--- config.mk ---
export PLATFORM = sky130hd
export DESIGN_NAME = ssrb_bank
export DESIGN_NICKNAME = d
export VERILOG_FILES = /design/src/verilog/ssrb_pkg.sv /design/src/verilog/ssrb_bank.sv
export VERILOG_INCLUDE_DIRS = /design/src /design/src/verilog
export SDC_FILE = /design/constraint.sdc
export NUM_CORES = 1
export LEC_CHECK = 0
export BUFFER_PORTS_ARGS = -buffer_cell sky130_fd_sc_hd__buf_2
export CAP_MARGIN = 20
export CORE_ASPECT_RATIO = 0.6
export CORE_MARGIN = 2
export CORE_UTILIZATION = 50
export DETAILED_ROUTE_END_ITERATION = 8
export PLACE_DENSITY = 0.68
export SYNTH_ARGS = -nofsm -noshare
export SYNTH_HDL_FRONTEND = slang
export SYNTH_SLANG_ARGS = --single-unit
--- constraint.sdc ---
create_clock -name i_sys_clk -period 7.4 [get_ports i_sys_clk]
set_input_delay 1.48 -clock i_sys_clk [delete_from_list [all_inputs] [get_ports i_sys_clk]]
set_output_delay 1.48 -clock i_sys_clk [all_outputs]
set_load 0.1 [all_outputs]
--- src/verilog/ssrb_regs.svh ---
// register map and constants of the status register bank
`ifndef SSRB_REGS_SVH
`define SSRB_REGS_SVH
// group indices: operation, questionable, frequency, limit, power
`define SSRB_G_OPER 3'h0
`define SSRB_G_QUES 3'h1
`define SSRB_G_FREQ 3'h2
`define SSRB_G_LIMT 3'h3
`define SSRB_G_POWR 3'h4
// part selector within a group, address bits [4:2]
`define SSRB_P_COND 3'h0
`define SSRB_P_EVNT 3'h1
`define SSRB_P_ENAB 3'h2
`define SSRB_P_PTRF 3'h3
`define SSRB_P_NTRF 3'h4
// control and queue words in group slot 5
`define SSRB_G_CTRL 3'h5
`define SSRB_C_CMD 3'h0
`define SSRB_C_QUEUE 3'h1
`define SSRB_C_STAT 3'h2
// command word bits
`define SSRB_CMD_PRESET 0
`define SSRB_CMD_CLS 1
`define SSRB_CMD_RST 2
// questionable condition bits fed by the sub-group summaries
`define SSRB_QB_FREQ 5
`define SSRB_QB_LIMT 9
`define SSRB_QB_POWR 3
// preset and reset values
`define SSRB_PTR_PRESET 16'hFFFF
`define SSRB_NTR_PRESET 16'h0000
`define SSRB_ENA_PRESET 16'h0000
`define SSRB_SUB_ENA_PRESET 16'hFFFF
`define SSRB_ERR_NONE 16'h0000
`define SSRB_UNMAPPED 32'h0000_0000
`endif

--- src/verilog/ssrb_pkg.sv ---
// types of the status register bank
package ssrb_pkg;
	// one status group: condition history, event, enable, filters
	typedef struct packed {
		logic [15:0] cond_prev;
		logic [15:0] evnt;
		logic [15:0] enab;
		logic [15:0] ptrf;
		logic [15:0] ntrf;
	} ssrb_grp_t;
	// avalon request bundle
	typedef struct packed {
		logic read;
		logic write;
		logic [7:0] address;
		logic [31:0] writedata;
	} ssrb_req_t;
	// bus handshake state
	typedef enum logic [1:0] {
		SSRB_IDLE = 2'b01,
		SSRB_DONE = 2'b10
	} ssrb_bus_st_t;
endpackage

--- src/verilog/ssrb_bank.sv ---
// status register bank: groups, error queue and avalon slave
// Summary of operation
// RL1: preset fills every positive filter with ones
// RL2: preset clears every negative filter
// RL3: preset clears operation and questionable enables
// RL4: instrument reset leaves status contents untouched
// RL5: queue read returns oldest entry, removes it
// RL6: empty queue reads error zero, no error
// RL7: positive device errors, negative language errors
// RL8: event read returns bits and clears them
// RL9: condition read is live, event untouched
// RL10: enabled event raises the group summary
// RL11: enable and filters hold sixteen bit values
// RL12: enabled falling condition sets event bit
// RL13: enabled rising condition sets event bit
// RL14: behaviour independent of measurement mode
// RL15: operation condition carries calibration state
// RL16: questionable condition carries oscillator, overload, limits
// RL17: service request from enabled status byte bits
// RL18: clear status empties events and queue only
// RL19: sub-group summaries feed questionable condition bits
// RL20: edges sampled per clock, events stay latched
`timescale 1ns/1ps
`default_nettype none
`include "ssrb_regs.svh"
module ssrb_bank
	import ssrb_pkg::*;
#(
	parameter int QDEPTH = 8
) (
	input wire logic i_sys_clk,
	input wire logic i_rst_n,
	// avalon-mm slave
	input wire logic [7:0] i_avs_address,
	input wire logic i_avs_read,
	input wire logic i_avs_write,
	input wire logic [31:0] i_avs_writedata,
	input wire logic [3:0] i_avs_byteenable,
	output logic [31:0] o_avs_readdata,
	output logic o_avs_waitrequest,
	// live conditions: calibration state, oscillator/overload, sub-groups
	input wire logic [15:0] i_oper_cond,
	input wire logic [15:0] i_ques_cond,
	input wire logic [15:0] i_freq_cond,
	input wire logic [15:0] i_limt_cond,
	input wire logic [15:0] i_powr_cond,
	// error reports from the command parser, signed number
	input wire logic i_err_push,
	input wire logic [15:0] i_err_code,
	// summaries to the status byte
	output logic o_oper_summary,
	output logic o_ques_summary,
	output logic o_err_avail
);
	localparam int QW = $clog2(QDEPTH);
	localparam int NG = 5;

	// elaboration check on queue depth
	if (QDEPTH < 2 || QDEPTH > 256 || (1 << QW) != QDEPTH) begin : g_chk
		$error("QDEPTH must be a power of two from 2 to 256");
	end

	////////////////////////////////////////////////////////////////////
	// state
	typedef struct packed {
		ssrb_grp_t [NG-1:0] grp;
		logic [QDEPTH-1:0][15:0] qmem;
		logic [QW-1:0] qrd;
		logic [QW-1:0] qwr;
		logic [QW:0] qcnt;
		logic qovf;
		logic [31:0] rdata;
		ssrb_bus_st_t bst;
	} ssrb_state_t;

	ssrb_state_t st_q;
	ssrb_state_t st_d;

	logic [NG-1:0][15:0] cond; // live condition per group
	logic [NG-1:0] summ; // group summaries
	logic [15:0] ques_full; // questionable condition with sub summaries
	ssrb_req_t req;
	logic take; // request accepted this cycle
	logic [2:0] a_grp;
	logic [2:0] a_part;
	logic preset;
	logic cls;

	assign req = '{read: i_avs_read, write: i_avs_write,
		address: i_avs_address, writedata: i_avs_writedata};
	assign a_grp = req.address[7:5];
	assign a_part = req.address[4:2];
	assign take = (req.read || req.write) && st_q.bst == SSRB_IDLE;
	assign preset = take && req.write && a_grp == `SSRB_G_CTRL
		&& a_part == `SSRB_C_CMD && i_avs_byteenable[0]
		&& req.writedata[`SSRB_CMD_PRESET];
	assign cls = take && req.write && a_grp == `SSRB_G_CTRL
		&& a_part == `SSRB_C_CMD && i_avs_byteenable[0]
		&& req.writedata[`SSRB_CMD_CLS];

	////////////////////////////////////////////////////////////////////
	// summaries, sub-groups first so they can feed questionable
	// no mode input exists: every path below is mode independent RL14
	always_comb begin
		for (int g = 0; g < NG; g++) begin
			summ[g] = |(st_q.grp[g].evnt & st_q.grp[g].enab); // RL10
		end
		ques_full = i_ques_cond; // RL16
		ques_full[`SSRB_QB_FREQ] = summ[`SSRB_G_FREQ]; // RL19
		ques_full[`SSRB_QB_LIMT] = summ[`SSRB_G_LIMT]; // RL19
		ques_full[`SSRB_QB_POWR] = summ[`SSRB_G_POWR]; // RL19
		cond[`SSRB_G_OPER] = i_oper_cond; // RL15
		cond[`SSRB_G_QUES] = ques_full;
		cond[`SSRB_G_FREQ] = i_freq_cond;
		cond[`SSRB_G_LIMT] = i_limt_cond;
		cond[`SSRB_G_POWR] = i_powr_cond;
	end

	////////////////////////////////////////////////////////////////////
	// next state
	always_comb begin
		logic [15:0] rise;
		logic [15:0] fall;
		logic [15:0] hit;
		logic pop;
		rise = '0;
		fall = '0;
		hit = '0;
		pop = 1'b0;
		st_d = st_q;
		// bus handshake: one wait cycle, answer in the next
		case (st_q.bst)
			SSRB_IDLE: begin
				if (take) begin
					st_d.bst = SSRB_DONE;
				end
			end
			SSRB_DONE: begin
				st_d.bst = SSRB_IDLE;
			end
			default: begin
				st_d.bst = SSRB_IDLE;
			end
		endcase
		// edge filters, once per clock against last sample
		for (int g = 0; g < NG; g++) begin
			rise = cond[g] & ~st_q.grp[g].cond_prev;
			fall = ~cond[g] & st_q.grp[g].cond_prev;
			hit = (rise & st_q.grp[g].ptrf) // RL13
				| (fall & st_q.grp[g].ntrf); // RL12
			st_d.grp[g].cond_prev = cond[g]; // RL20
			// read of event clears; a new edge in the same cycle wins
			if (take && req.read && a_grp == 3'(g)
				&& a_part == `SSRB_P_EVNT) begin
				st_d.grp[g].evnt = hit; // RL8
			end else if (cls) begin
				st_d.grp[g].evnt = hit; // RL18
			end else begin
				st_d.grp[g].evnt = st_q.grp[g].evnt | hit; // RL20
			end
			// software writes, sixteen bit fields only RL11
			if (take && req.write && a_grp == 3'(g)) begin
				case (a_part)
					`SSRB_P_ENAB: st_d.grp[g].enab = req.writedata[15:0];
					`SSRB_P_PTRF: st_d.grp[g].ptrf = req.writedata[15:0];
					`SSRB_P_NTRF: st_d.grp[g].ntrf = req.writedata[15:0];
					default: begin
					end
				endcase
			end
			if (preset) begin
				st_d.grp[g].ptrf = `SSRB_PTR_PRESET; // RL1
				st_d.grp[g].ntrf = `SSRB_NTR_PRESET; // RL2
				// only the two top groups are silenced; sub-groups
				// open up so their summaries reach questionable
				st_d.grp[g].enab = (g <= int'(`SSRB_G_QUES))
					? `SSRB_ENA_PRESET // RL3
					: `SSRB_SUB_ENA_PRESET;
			end
		end
		// the instrument reset command bit is accepted and ignored RL4
		// read data, captured at acceptance
		if (take && req.read) begin
			st_d.rdata = `SSRB_UNMAPPED;
			if (a_grp < 3'(NG)) begin
				case (a_part)
					`SSRB_P_COND: st_d.rdata = {16'h0000, cond[a_grp]}; // RL9
					`SSRB_P_EVNT: st_d.rdata = {16'h0000, st_q.grp[a_grp].evnt};
					`SSRB_P_ENAB: st_d.rdata = {16'h0000, st_q.grp[a_grp].enab};
					`SSRB_P_PTRF: st_d.rdata = {16'h0000, st_q.grp[a_grp].ptrf};
					`SSRB_P_NTRF: st_d.rdata = {16'h0000, st_q.grp[a_grp].ntrf};
					default: st_d.rdata = `SSRB_UNMAPPED;
				endcase
			end else if (a_grp == `SSRB_G_CTRL && a_part == `SSRB_C_QUEUE) begin
				// oldest entry; zero means no error RL5 RL6
				if (st_q.qcnt != '0) begin
					st_d.rdata = {16'h0000, st_q.qmem[st_q.qrd]}; // RL5
					pop = 1'b1;
				end else begin
					st_d.rdata = {16'h0000, `SSRB_ERR_NONE}; // RL6
				end
			end else if (a_grp == `SSRB_G_CTRL && a_part == `SSRB_C_STAT) begin
				st_d.rdata = {16'h0000, 7'h00, st_q.qovf, 8'(st_q.qcnt)};
			end
		end
		// error queue; codes keep their sign as given RL7
		if (cls) begin
			st_d.qrd = '0; // RL18
			st_d.qwr = '0;
			st_d.qcnt = '0;
			st_d.qovf = 1'b0;
		end else begin
			if (pop) begin
				st_d.qrd = st_q.qrd + 1'b1;
			end
			// a push on a full queue is dropped and flagged, unless a queue read pops in the same cycle
			if (i_err_push && i_err_code != `SSRB_ERR_NONE) begin
				if (st_q.qcnt == (QW+1)'(QDEPTH) && !pop) begin
					st_d.qovf = 1'b1;
				end else begin
					st_d.qmem[st_q.qwr] = i_err_code; // RL7
					st_d.qwr = st_q.qwr + 1'b1;
				end
			end
			st_d.qcnt = st_q.qcnt + (st_d.qwr != st_q.qwr ? 1'b1 : 1'b0)
				- (pop ? 1'b1 : 1'b0);
		end
	end

	////////////////////////////////////////////////////////////////////
	// registers; preset defaults after reset, except sub-group enables, which reset to zero
	always_ff @(posedge i_sys_clk) begin
		if (!i_rst_n) begin
			st_q <= '0;
			st_q.bst <= SSRB_IDLE;
			for (int g = 0; g < NG; g++) begin
				st_q.grp[g].ptrf <= `SSRB_PTR_PRESET;
			end
		end else begin
			st_q <= st_d;
		end
	end

	////////////////////////////////////////////////////////////////////
	// outputs
	assign o_avs_waitrequest = (i_avs_read || i_avs_write)
		&& st_q.bst != SSRB_DONE;
	assign o_avs_readdata = st_q.rdata;
	// service request is formed from these bits at the status byte RL17
	assign o_oper_summary = summ[`SSRB_G_OPER];
	assign o_ques_summary = summ[`SSRB_G_QUES];
	assign o_err_avail = st_q.qcnt != '0;

	////////////////////////////////////////////////////////////////////
	// checks
	// these, all but AST_SUMMARY, watch registered state one cycle after the strobe, so a
	// broken next-state path shows up even when the bench misses it

	// preset fills the operation positive filter
	AST_PRESET_PTR: assert property ( // RL1
		@(posedge i_sys_clk) disable iff (!i_rst_n)
		preset |=> st_q.grp[0].ptrf == `SSRB_PTR_PRESET
	) else $error("preset did not fill positive filter");

	// preset clears the questionable negative filter
	AST_PRESET_NTR: assert property ( // RL2
		@(posedge i_sys_clk) disable iff (!i_rst_n)
		preset |=> st_q.grp[1].ntrf == `SSRB_NTR_PRESET
	) else $error("preset did not clear negative filter");

	// preset silences operation and questionable
	AST_PRESET_ENA: assert property ( // RL3
		@(posedge i_sys_clk) disable iff (!i_rst_n)
		preset |=> st_q.grp[0].enab == '0 && st_q.grp[1].enab == '0
	) else $error("preset did not clear enables");

	// empty queue answers with error zero
	AST_EMPTY_Q: assert property ( // RL6
		@(posedge i_sys_clk) disable iff (!i_rst_n)
		take && req.read && a_grp == `SSRB_G_CTRL
		&& a_part == `SSRB_C_QUEUE && st_q.qcnt == '0
		|=> st_q.rdata == 32'h0000_0000
	) else $error("empty queue read not zero");

	// a queue read removes exactly one entry
	AST_POP: assert property ( // RL5
		@(posedge i_sys_clk) disable iff (!i_rst_n)
		take && req.read && a_grp == `SSRB_G_CTRL
		&& a_part == `SSRB_C_QUEUE && st_q.qcnt != '0
		&& !i_err_push && !cls
		|=> st_q.qcnt == $past(st_q.qcnt) - 1'b1
	) else $error("queue read did not remove entry");

	// enabled operation event reaches the summary
	AST_SUMMARY: assert property ( // RL10
		@(posedge i_sys_clk) disable iff (!i_rst_n)
		|(st_q.grp[0].evnt & st_q.grp[0].enab) |-> o_oper_summary
	) else $error("operation summary missing");

	// filtered rising edge latches
	AST_RISE: assert property ( // RL13
		@(posedge i_sys_clk) disable iff (!i_rst_n)
		(i_oper_cond[0] && !st_q.grp[0].cond_prev[0]
		&& st_q.grp[0].ptrf[0]) |=> st_q.grp[0].evnt[0]
	) else $error("rising edge not latched");

	// filtered falling edge latches
	AST_FALL: assert property ( // RL12
		@(posedge i_sys_clk) disable iff (!i_rst_n)
		(!i_oper_cond[0] && st_q.grp[0].cond_prev[0]
		&& st_q.grp[0].ntrf[0]) |=> st_q.grp[0].evnt[0]
	) else $error("falling edge not latched");

	// clear status empties the queue and its overflow flag
	AST_CLS: assert property ( // RL18
		@(posedge i_sys_clk) disable iff (!i_rst_n)
		cls |=> st_q.qcnt == '0 && !st_q.qovf
	) else $error("clear status left queue");

	// accepted request is answered in the following cycle
	AST_ANSWER: assert property (
		@(posedge i_sys_clk) disable iff (!i_rst_n)
		take |=> !o_avs_waitrequest
	) else $error("bus answer late");

	// condition read returns the live bits it saw
	AST_COND_LIVE: assert property ( // RL9
		@(posedge i_sys_clk) disable iff (!i_rst_n)
		take && req.read && a_grp == `SSRB_G_OPER
		&& a_part == `SSRB_P_COND
		|=> st_q.rdata == {16'h0000, $past(i_oper_cond)}
	) else $error("condition read not live");

	// event read with no new edge leaves the part empty
	AST_RD_CLR: assert property ( // RL8
		@(posedge i_sys_clk) disable iff (!i_rst_n)
		take && req.read && a_grp == `SSRB_G_OPER
		&& a_part == `SSRB_P_EVNT && i_oper_cond == st_q.grp[0].cond_prev
		|=> st_q.grp[0].evnt == '0
	) else $error("event read did not clear");

	// an event bit stays until read or clear status
	AST_EVT_HOLD: assert property ( // RL20
		@(posedge i_sys_clk) disable iff (!i_rst_n)
		st_q.grp[0].evnt[0] && !cls && !(take && req.read
		&& a_grp == `SSRB_G_OPER && a_part == `SSRB_P_EVNT)
		|=> st_q.grp[0].evnt[0]
	) else $error("event bit lost");

	// a rising frequency summary lands as a questionable event
	AST_SUB_FEED: assert property ( // RL19
		@(posedge i_sys_clk) disable iff (!i_rst_n)
		summ[`SSRB_G_FREQ] && !st_q.grp[1].cond_prev[`SSRB_QB_FREQ]
		&& st_q.grp[1].ptrf[`SSRB_QB_FREQ]
		|=> st_q.grp[1].evnt[`SSRB_QB_FREQ]
	) else $error("sub-group summary not fed upward");
endmodule
`default_nettype wire

# --- After elaboration in Yosys (flattened, before gate mapping) ---
# Index checks and enable logic that the tools add are counted.
# W data, S select, Z words.
classes:
  muxes: 46
  eq_ne: 13
  n_reduce_logical: 64
  add_sub_neg: 4
  bitwise: 48
  n_lt_le_gt_ge: 5
ops:
  columns: ["op", "n"]
  rows:
  - ["$and A16 B16 Y16", 25]
  - ["$mux W16", 21]
  - ["$mux W48", 6]
  - ["$bmux W80 S3", 1]
  - ["$not A16 Y16", 10]
  - ["$or A16 B16 Y16", 10]
  - ["$bwmux W128", 1]
  - ["$bmux W16 S3", 2]
  - ["$pmux W16 S5", 1]
  - ["$reduce_or A16 Y1", 5]
  - ["$mux W32", 2]
  - ["$mux W64", 1]
  - ["$demux W16 S3", 1]
  - ["$reduce_and A2 Y1", 17]
  - ["$logic_and A1 B1 Y1", 29]
  - ["$reduce_bool A16 Y1", 1]
  - ["$eq A3 B2 Y1 const B", 4]
  - ["$lt A3 B4 Y1 const B", 3]
  - ["$eq A3 B3 Y1 const B", 3]
  - ["$mux W3", 3]
  - ["$mux W9", 1]
  - ["$reduce_bool A2 Y1", 4]
  - ["$add A3 B1 Y3 const B", 2]
  - ["$eq A3 B1 Y1 const B", 2]
  - ["16 further kinds", 25]
word_totals:
  input_bits: 145
  ff_bits: 573
  wordCells: 219

# --- Logic depth before layout (Yosys ltp) ---
# Gate-level depths: netlist (run 1).
depth:
  word_depth: 14
  mapped_depth: 13

# --- Worst setup path after synthesis (run 1) ---
# Ideal clock, no wire load.
synth_path:
  path_kind: "input to output"
  start: "in i_avs_read"
  end: "out o_avs_waitrequest"
  t_arrival_ns: 2.980
  required_time_ns: 5.920
  stages: 2
  path_buffers: 0
  setup_slack_ns: 2.940
  cell_sequence: "nor2_1 -> a21oi_1"
synth_via:
  elab_chain_cells: 2
synth_lines:
  columns: ["item", "line", "rtl"]
  rows:
  - ["from (decl)", "ssrb_bank.sv:35", "input wire logic i_avs_read,"]
  - ["$logic_or A1 B1 Y1", "ssrb_bank.sv:246", "assign o_avs_waitrequest = (i_avs_read || i_avs_write)"]
  - ["$logic_and A1 B1 Y1", "ssrb_bank.sv:247", "&& st_q.bst != SSRB_DONE;"]
  - ["to (decl)", "ssrb_bank.sv:40", "output logic o_avs_waitrequest,"]
# Every way passes these cells.

# --- Final worst setup path (run 1) ---
layout_path:
  start: "in i_avs_address[6]"
  end: "reg st_q[282] (netlist name)"
layout_via:
  elab_chain_cells: 6
layout_lines:
  columns: ["item", "line", "rtl"]
  rows:
  - ["from (decl)", "ssrb_bank.sv:34", "input wire logic [7:0] i_avs_address,"]
  - ["$eq A3 B3 Y1 (no line)", null, null]
  - ["$logic_and A1 B1 Y1 (no line) (2 in a row)", null, null]
  - ["$logic_and A1 B1 Y1 (2 in a row)", "ssrb_bank.sv:94", "assign preset = take && req.write && a_grp == `SSRB_G_CTRL"]
  - ["$reduce_or A2 Y1 (no line)", null, null]
  - ["to (signal assigned)", "ssrb_bank.sv:240", "st_q <= st_d;"]
  - ["to (decl)", "ssrb_bank.sv:76", "ssrb_state_t st_q;"]
# Parallel ways exist; a longest one is shown, timed or not.
# A chain may end at the register's enable or synchronous reset.

==> results_dict.tcl, run 1 <==
set metrics [dict create \
    worstReg2RegEnd "st_q[282]" \
    wl_per_cell_um 25.2 \
    grt_use_total_pct 31.6 \
    powerDensity_mw_per_mm2 243 \
    finalWeightedCongestion 0.997 \
    worst_pin_slew_ns 1.18 \
    grt_pass1_wl_um 130000 \
    finalMaxSlewViolations 0 \
    boundaryPins 181 \
    num_rows 64 \
    area_growth_pct 10.2 \
    die_h_um 180 \
    rsz0062_at_grt "no" \
    drc_errors 0 \
    first_iter_violations 2855 \
    synth-seq-area-share_pct 43.3 \
    viasPerCell 6.29 \
    h-tree-depth 2 \
    reg2reg_depth 6 \
    crit_type "in -> reg" \
    met1_usage_pct 47.0 \
    postSynthAreaPerCell_um2 9.45 \
    postSynthCellCount 2729 \
    final.min_clock_period_ns 4.43 \
    yosysUniqueCellTypes 67 \
    max_freq_mhz 226 \
    max-vdd-ir-drop_mv 0.237 \
    holdCritPathClass "reg -> reg" \
    clk_latency_ns 0.61 \
    grt_pass1_vias 20600 \
    core_area_mm2 0.0509 \
    ant_nets 0 \
    die_area_mm2 0.0535 \
    place_hpwl_um 61000 \
    clock-sinks 557 \
    drv_cap 0 \
    critical-path-max-stage-delay_ns 0.90 \
    drive_gt1_share_pct 14.1 \
    hold_start "st_q[502]" \
    crit_path_start "i_avs_address[6]" \
    hold_violations 0 \
    cpMostUsedCell "buf_4" \
    path_cells "buf_2, buf_4, and3b_1, nand4_1, buf_4, and2_2, buf_4, nand3_1" \
    worst_slack_ns 2.97 \
    rrSetupSlack_ns 4.23 \
    hold_end "st_q[502]" \
    worstPathArrival_ns 4.88 \
    wl_um 87300 \
    ys_seq_elements 557 \
    grt_use_met3_pct 7.13 \
    post_cts_resized 0 \
    p_leak_nw 12.5 \
    clock_path_buffers 3 \
    crit_slowest_cell "and2_2" \
    reg2reg_from "st_q[1]" \
    holdPathStages 2 \
    nets 2882 \
    cts_inserted_buffers 52 \
    status "completed" \
    startpoint_type "input pin" \
    synthArstFlopShare_pct 0 \
    io_buffers 140 \
    grt_use_met2_pct 45.3 \
    grt_max_degree 110 \
    start_util_pct 50.6 \
    cts_setup_buffers 0 \
    antenna_found_initial 2 \
    finClkSkew_ns 0.0206 \
    fin_crit_sh_pct 59.9 \
    syn_area_mm2 0.0258 \
    root_buffer "clkbuf_16" \
    endpoint_kind "register" \
    synth-edff-count 0 \
    cts_hold_buffers 0 \
    path_clk_slew_ns 0.07 \
    dr_total_vias 21800 \
    dpl_worst_slack_ns 2.48 \
    grt_busiest_layer "met1" \
    synthFlopType "dfxtp_1" \
    max_slew_margin_pct 21.0 \
    dr.pass1.iters 7 \
    cts_tree "yes" \
    final-setup-viol-count 0 \
    worst-path-max-fanout 56 \
    setup-tns-final_ns 0 \
    die_w_um 297 \
    grt_overflow_total 0 \
    yosysWarnings 0 \
    crit_required_ns 7.85 \
]
-- worst max path at each step --
stage	to	cells past startpoint
floorplan	o_avs_waitrequest	2
global placement	st_q[38]	11
detailed placement	st_q[36]	9
CTS	st_q[38]	11
global route	st_q[197]	8
finish	st_q[282]	8
-- synth_stat cells (12+ instances only) --
cell type,count,area share (%)
dfxtp_1,557,43
mux2i_1,389,15
nand2_1,305,4.4
nor2_1,258,3.8
clkbuf_1,154,2.2
o21ai_0,125,2.4
a22o_1,103,3.5
nand3_1,99,1.9
and2_1,87,2.1
nand3b_1,80,2.3
a21oi_1,77,1.5
mux2_2,56,2.4
buf_2,42,0.82
o22ai_1,36,0.87
mux4_2,34,3.0
buf_4,33,0.96
a22oi_1,29,0.84
a31oi_1,21,0.51
a221oi_1,20,0.68
a21boi_0,18,0.52
nor2b_1,14,0.34
inv_1,12,0.17
-- critical path, delay by kind of cell --
kind | cells | cell delay (ns)
buf+inv | 4 | 1.86
simple gates | 4 | 1.46
-- cells in the final DEF, fill, tap and decap left out, drive strengths merged, types with 7 or more instances in the layout --
cell     netlist  routed
and3b         11      11
nand3b        80      80
a211oi         9       9
conb           1      16
and3           7       7
nor3b          8       8
nor2b         14      14
mux4          34      34
nor4           8       8
nand2        305     305
o221ai         7       7
mux2          56      56
and2          87      87
clkbuf       154      80
clkinv         0      10
dfxtp        557     557
mux2i        389     389
inv           12      14
a21oi         77      77
nand4         13      13
buf           96     180
nand3         99      99
a22o         103     103
a22oi         29      29
ha             8       8
a31oi         21      21
nor2         261     261
a221oi        20      20
o2bb2ai       11      11
a221o          7       7
o22ai         36      36
a21boi        18      18
o21ai        125     125
a222oi         7       7
-- routing by layer --
metal,wire [µm],part of all wire [%]
met1,38600,44
met2,35800,41
met3,10400,12
met4,2630,3.0
met5,0,0
-- area by class of cell --
type                       count  area [µm²]
antenna                        3        7.51
multi-input combinational   1925       13500
clock buffer                  80        1610
timing repair buffer         180        1060
clock inverter                15         156
inverter                      12        47.5
fill                        4450       22500
sequential                   557       11200
tap                          693         867
-- kinds of logic (layout without fill, tap and decap cells) --
| kind of cell | Yosys count | after routing | synth area share, % |
|---|---|---|---|
| simple gates | 916 | 916 | 17.4 |
| mux | 479 | 479 | 20.5 |
| fa+ha+maj | 9 | 9 | 0.466 |
| other cells | 1 | 19 | 0.0145 |
| xor+xnor | 6 | 6 | 0.204 |
| compound gates | 499 | 499 | 13.4 |
| flops | 557 | 557 | 43.3 |
| buf+inv | 262 | 287 | 4.79 |
-- report_power, final --
group	switching, W	leakage, nW	internal (W)	total [W]
Sequential	0.000122	4.54	0.00312	0.00324
Combinational	0.000573	7.11	0.000287	0.000861
Clock	0.00123	0.874	0.00157	0.00280
-- state kept, by name (all words and copies together), names as in the netlist --
signal          flops
o_avs_readdata     16
st_q              541
-- metrics by stage --
stage / cells / hold WS, ns / utilization, % / power (W) / instance area (µm²)
2_1_floorplan: 2744 / 0.436 / - / 0.00387 / 25800
3_3_place_gp: 3362 / 0.458 / 52.1 / 0.00411 / 26600
3_5_place_dp: 3363 / 0.466 / 52.2 / 0.00413 / 26600
4_1_cts: 3458 / 0.476 / 55.6 / 0.00688 / 28300
5_1_grt: 3464 / 0.501 / 55.8 / 0.00709 / 28400
6_report: 3465 / 0.478 / 55.8 / 0.00690 / 28400
No activity file was read; power rests on OpenSTA's default activity.
==> run 2: changes to the inputs <==
==> constraint.sdc (replaced) <==
create_clock -name i_sys_clk -period 4.5 [get_ports i_sys_clk]
set_input_delay 0.9 -clock i_sys_clk [delete_from_list [all_inputs] [get_ports i_sys_clk]]
set_output_delay 0.9 -clock i_sys_clk [all_outputs]
set_load 0.1 [all_outputs]
==> run 2 against run 1 <==
  * Cell count up 0.38%
  * Clock power up 55%
  * Worst hold slack better by 0.0011 ns
  * Design area about the same
  * Sequential power up 65%
==> results_dict.tcl, run 2 (same netlist as run 1, synthesis figures left out) <==
set metrics [dict create \
    status "completed" \
    layout_commonest_cell "dfxtp_1" \
    path_clk_slew_ns 0.07 \
    fillers 4516 \
    dr.pass1.iters 6 \
    crit_type "reg -> out" \
    clock_path_buffers 3 \
    power.total_w 0.0111 \
    clock-sinks 557 \
    core_area_mm2 0.0509 \
    worst-path-max-fanout 3 \
    start_util_pct 50.6 \
    finClkSkew_ns 0.0237 \
    drc_errors 0 \
    die_w_um 297 \
    drv_cap 0 \
    io_buffers 140 \
    cts_hold_buffers 0 \
    max_freq_mhz 311 \
    grt_pass1_wl_um 131000 \
    post-route-util_pct 55.7 \
    dr_total_vias 21700 \
    h-tree-depth 2 \
    startpoint_type "register" \
    final.min_clock_period_ns 3.21 \
    dp_cells 3385 \
    wl_per_cell_um 25.4 \
    max-vdd-ir-drop_mv 0.296 \
    endpoint_kind "output pin" \
    die_h_um 180 \
    finalMaxSlewViolations 0 \
    cp.buffers_inverters 1 \
    critical-path-max-stage-delay_ns 0.39 \
    largest_reg_flops 541 \
    worst_pin_slew_ns 1.12 \
    hold_start "st_q[495]" \
    setup-tns-final_ns 0 \
    max_slew_margin_pct 25.3 \
    path_cells "a22o_1, a221oi_1, nand4_1, buf_2" \
    grt_use_total_pct 32.1 \
    post_cts_resized 0 \
    grt_pass1_vias 20800 \
    cts_tree "yes" \
    die_area_mm2 0.0535 \
    fin_crit_sh_pct 71.3 \
    wl_um 88400 \
    top_register "st_q" \
    ant_nets 0 \
    whs_ns 0.479 \
    fin_cells 3478 \
    place_hpwl_um 62300 \
    viasPerCell 6.24 \
    rsz0062_at_grt "no" \
    final-setup-viol-count 0 \
    crit_path_start "st_q[315]" \
    p_leak_nw 12.5 \
    crit_required_ns 3.60 \
    boundaryPins 181 \
    finalWeightedCongestion 1.02 \
    nets 2898 \
    drive_gt1_share_pct 14.4 \
    clk_latency_ns 0.60 \
    cts_inserted_buffers 50 \
    reg2reg_from "st_q[43]" \
    worstPathArrival_ns 2.31 \
    powerDensity_mw_per_mm2 391 \
    crit_slowest_cell "a221oi_1" \
    antenna_found_initial 7 \
    final_cell_mix "dfxtp_1 (556), mux2i_1 (389), nand2_1 (304)" \
    cts_setup_buffers 0 \
    area_growth_pct 10.1 \
    root_buffer "clkbuf_16" \
    first_iter_violations 2772 \
    hold_violations 0 \
    holdCritPathClass "reg -> reg" \
    critPathTopFamily "compound AO/OA/AOI/OAI gates" \
    grt_overflow_total 0 \
    num_rows 64 \
    grt_max_degree 165 \
]
[run 2: layer usage]
layer	routed length, µm	share of wire, %	global-route usage, %
met5	0	0	0
met4	2520	2.9	10.1
met3	10700	12	8.61
met2	36600	41	45.9
met1	38600	44	46.8
[run 2: per-stage QoR]
step	worst slack [ns]	instance area [µm²]
after floorplan	1.20	25800
after global placement	0.855	26800
after detailed placement	0.765	26800
after CTS	1.32	28400
after global routing	1.24	28400
final	1.29	28400
[run 2: path summary, 6_finish.rpt]
path / endpoint / slack, ns / cells after the start
setup / recovery: o_ques_summary / 1.29 / 4
hold / removal: st_q[495] / 0.48 / 2
setup reg to reg: o_avs_readdata[0] / 1.60 / 5
hold reg to reg: st_q[495] / 0.48 / 2
[run 2: area by class of cell]
type,instances,area [µm²],share of cell area [%]
multi-input combinational,1925,13500,47.5
tap,693,867,3.06
sequential,557,11200,39.3
inverter,12,47.5,0.168
clock inverter,21,198,0.697
timing repair buffer,198,1210,4.28
antenna,5,12.5,0.0441
clock buffer,67,1410,4.96
[run 2: where the power goes]
group	switching, W	internal (W)	leakage, nW
Sequential	0.000210	0.00512	4.54
Combinational	0.000944	0.000480	7.20
Clock	0.00197	0.00237	0.788
Total	0.00313	0.00797	12.5
[run 2: worst register-to-register path, cell delays in order (launching register included)]
cell,delay (ns)
dfxtp_1,0.92
buf_4,0.43
mux4_2,0.36
mux2i_1,0.35
o221ai_1,0.39
o221a_2,0.35
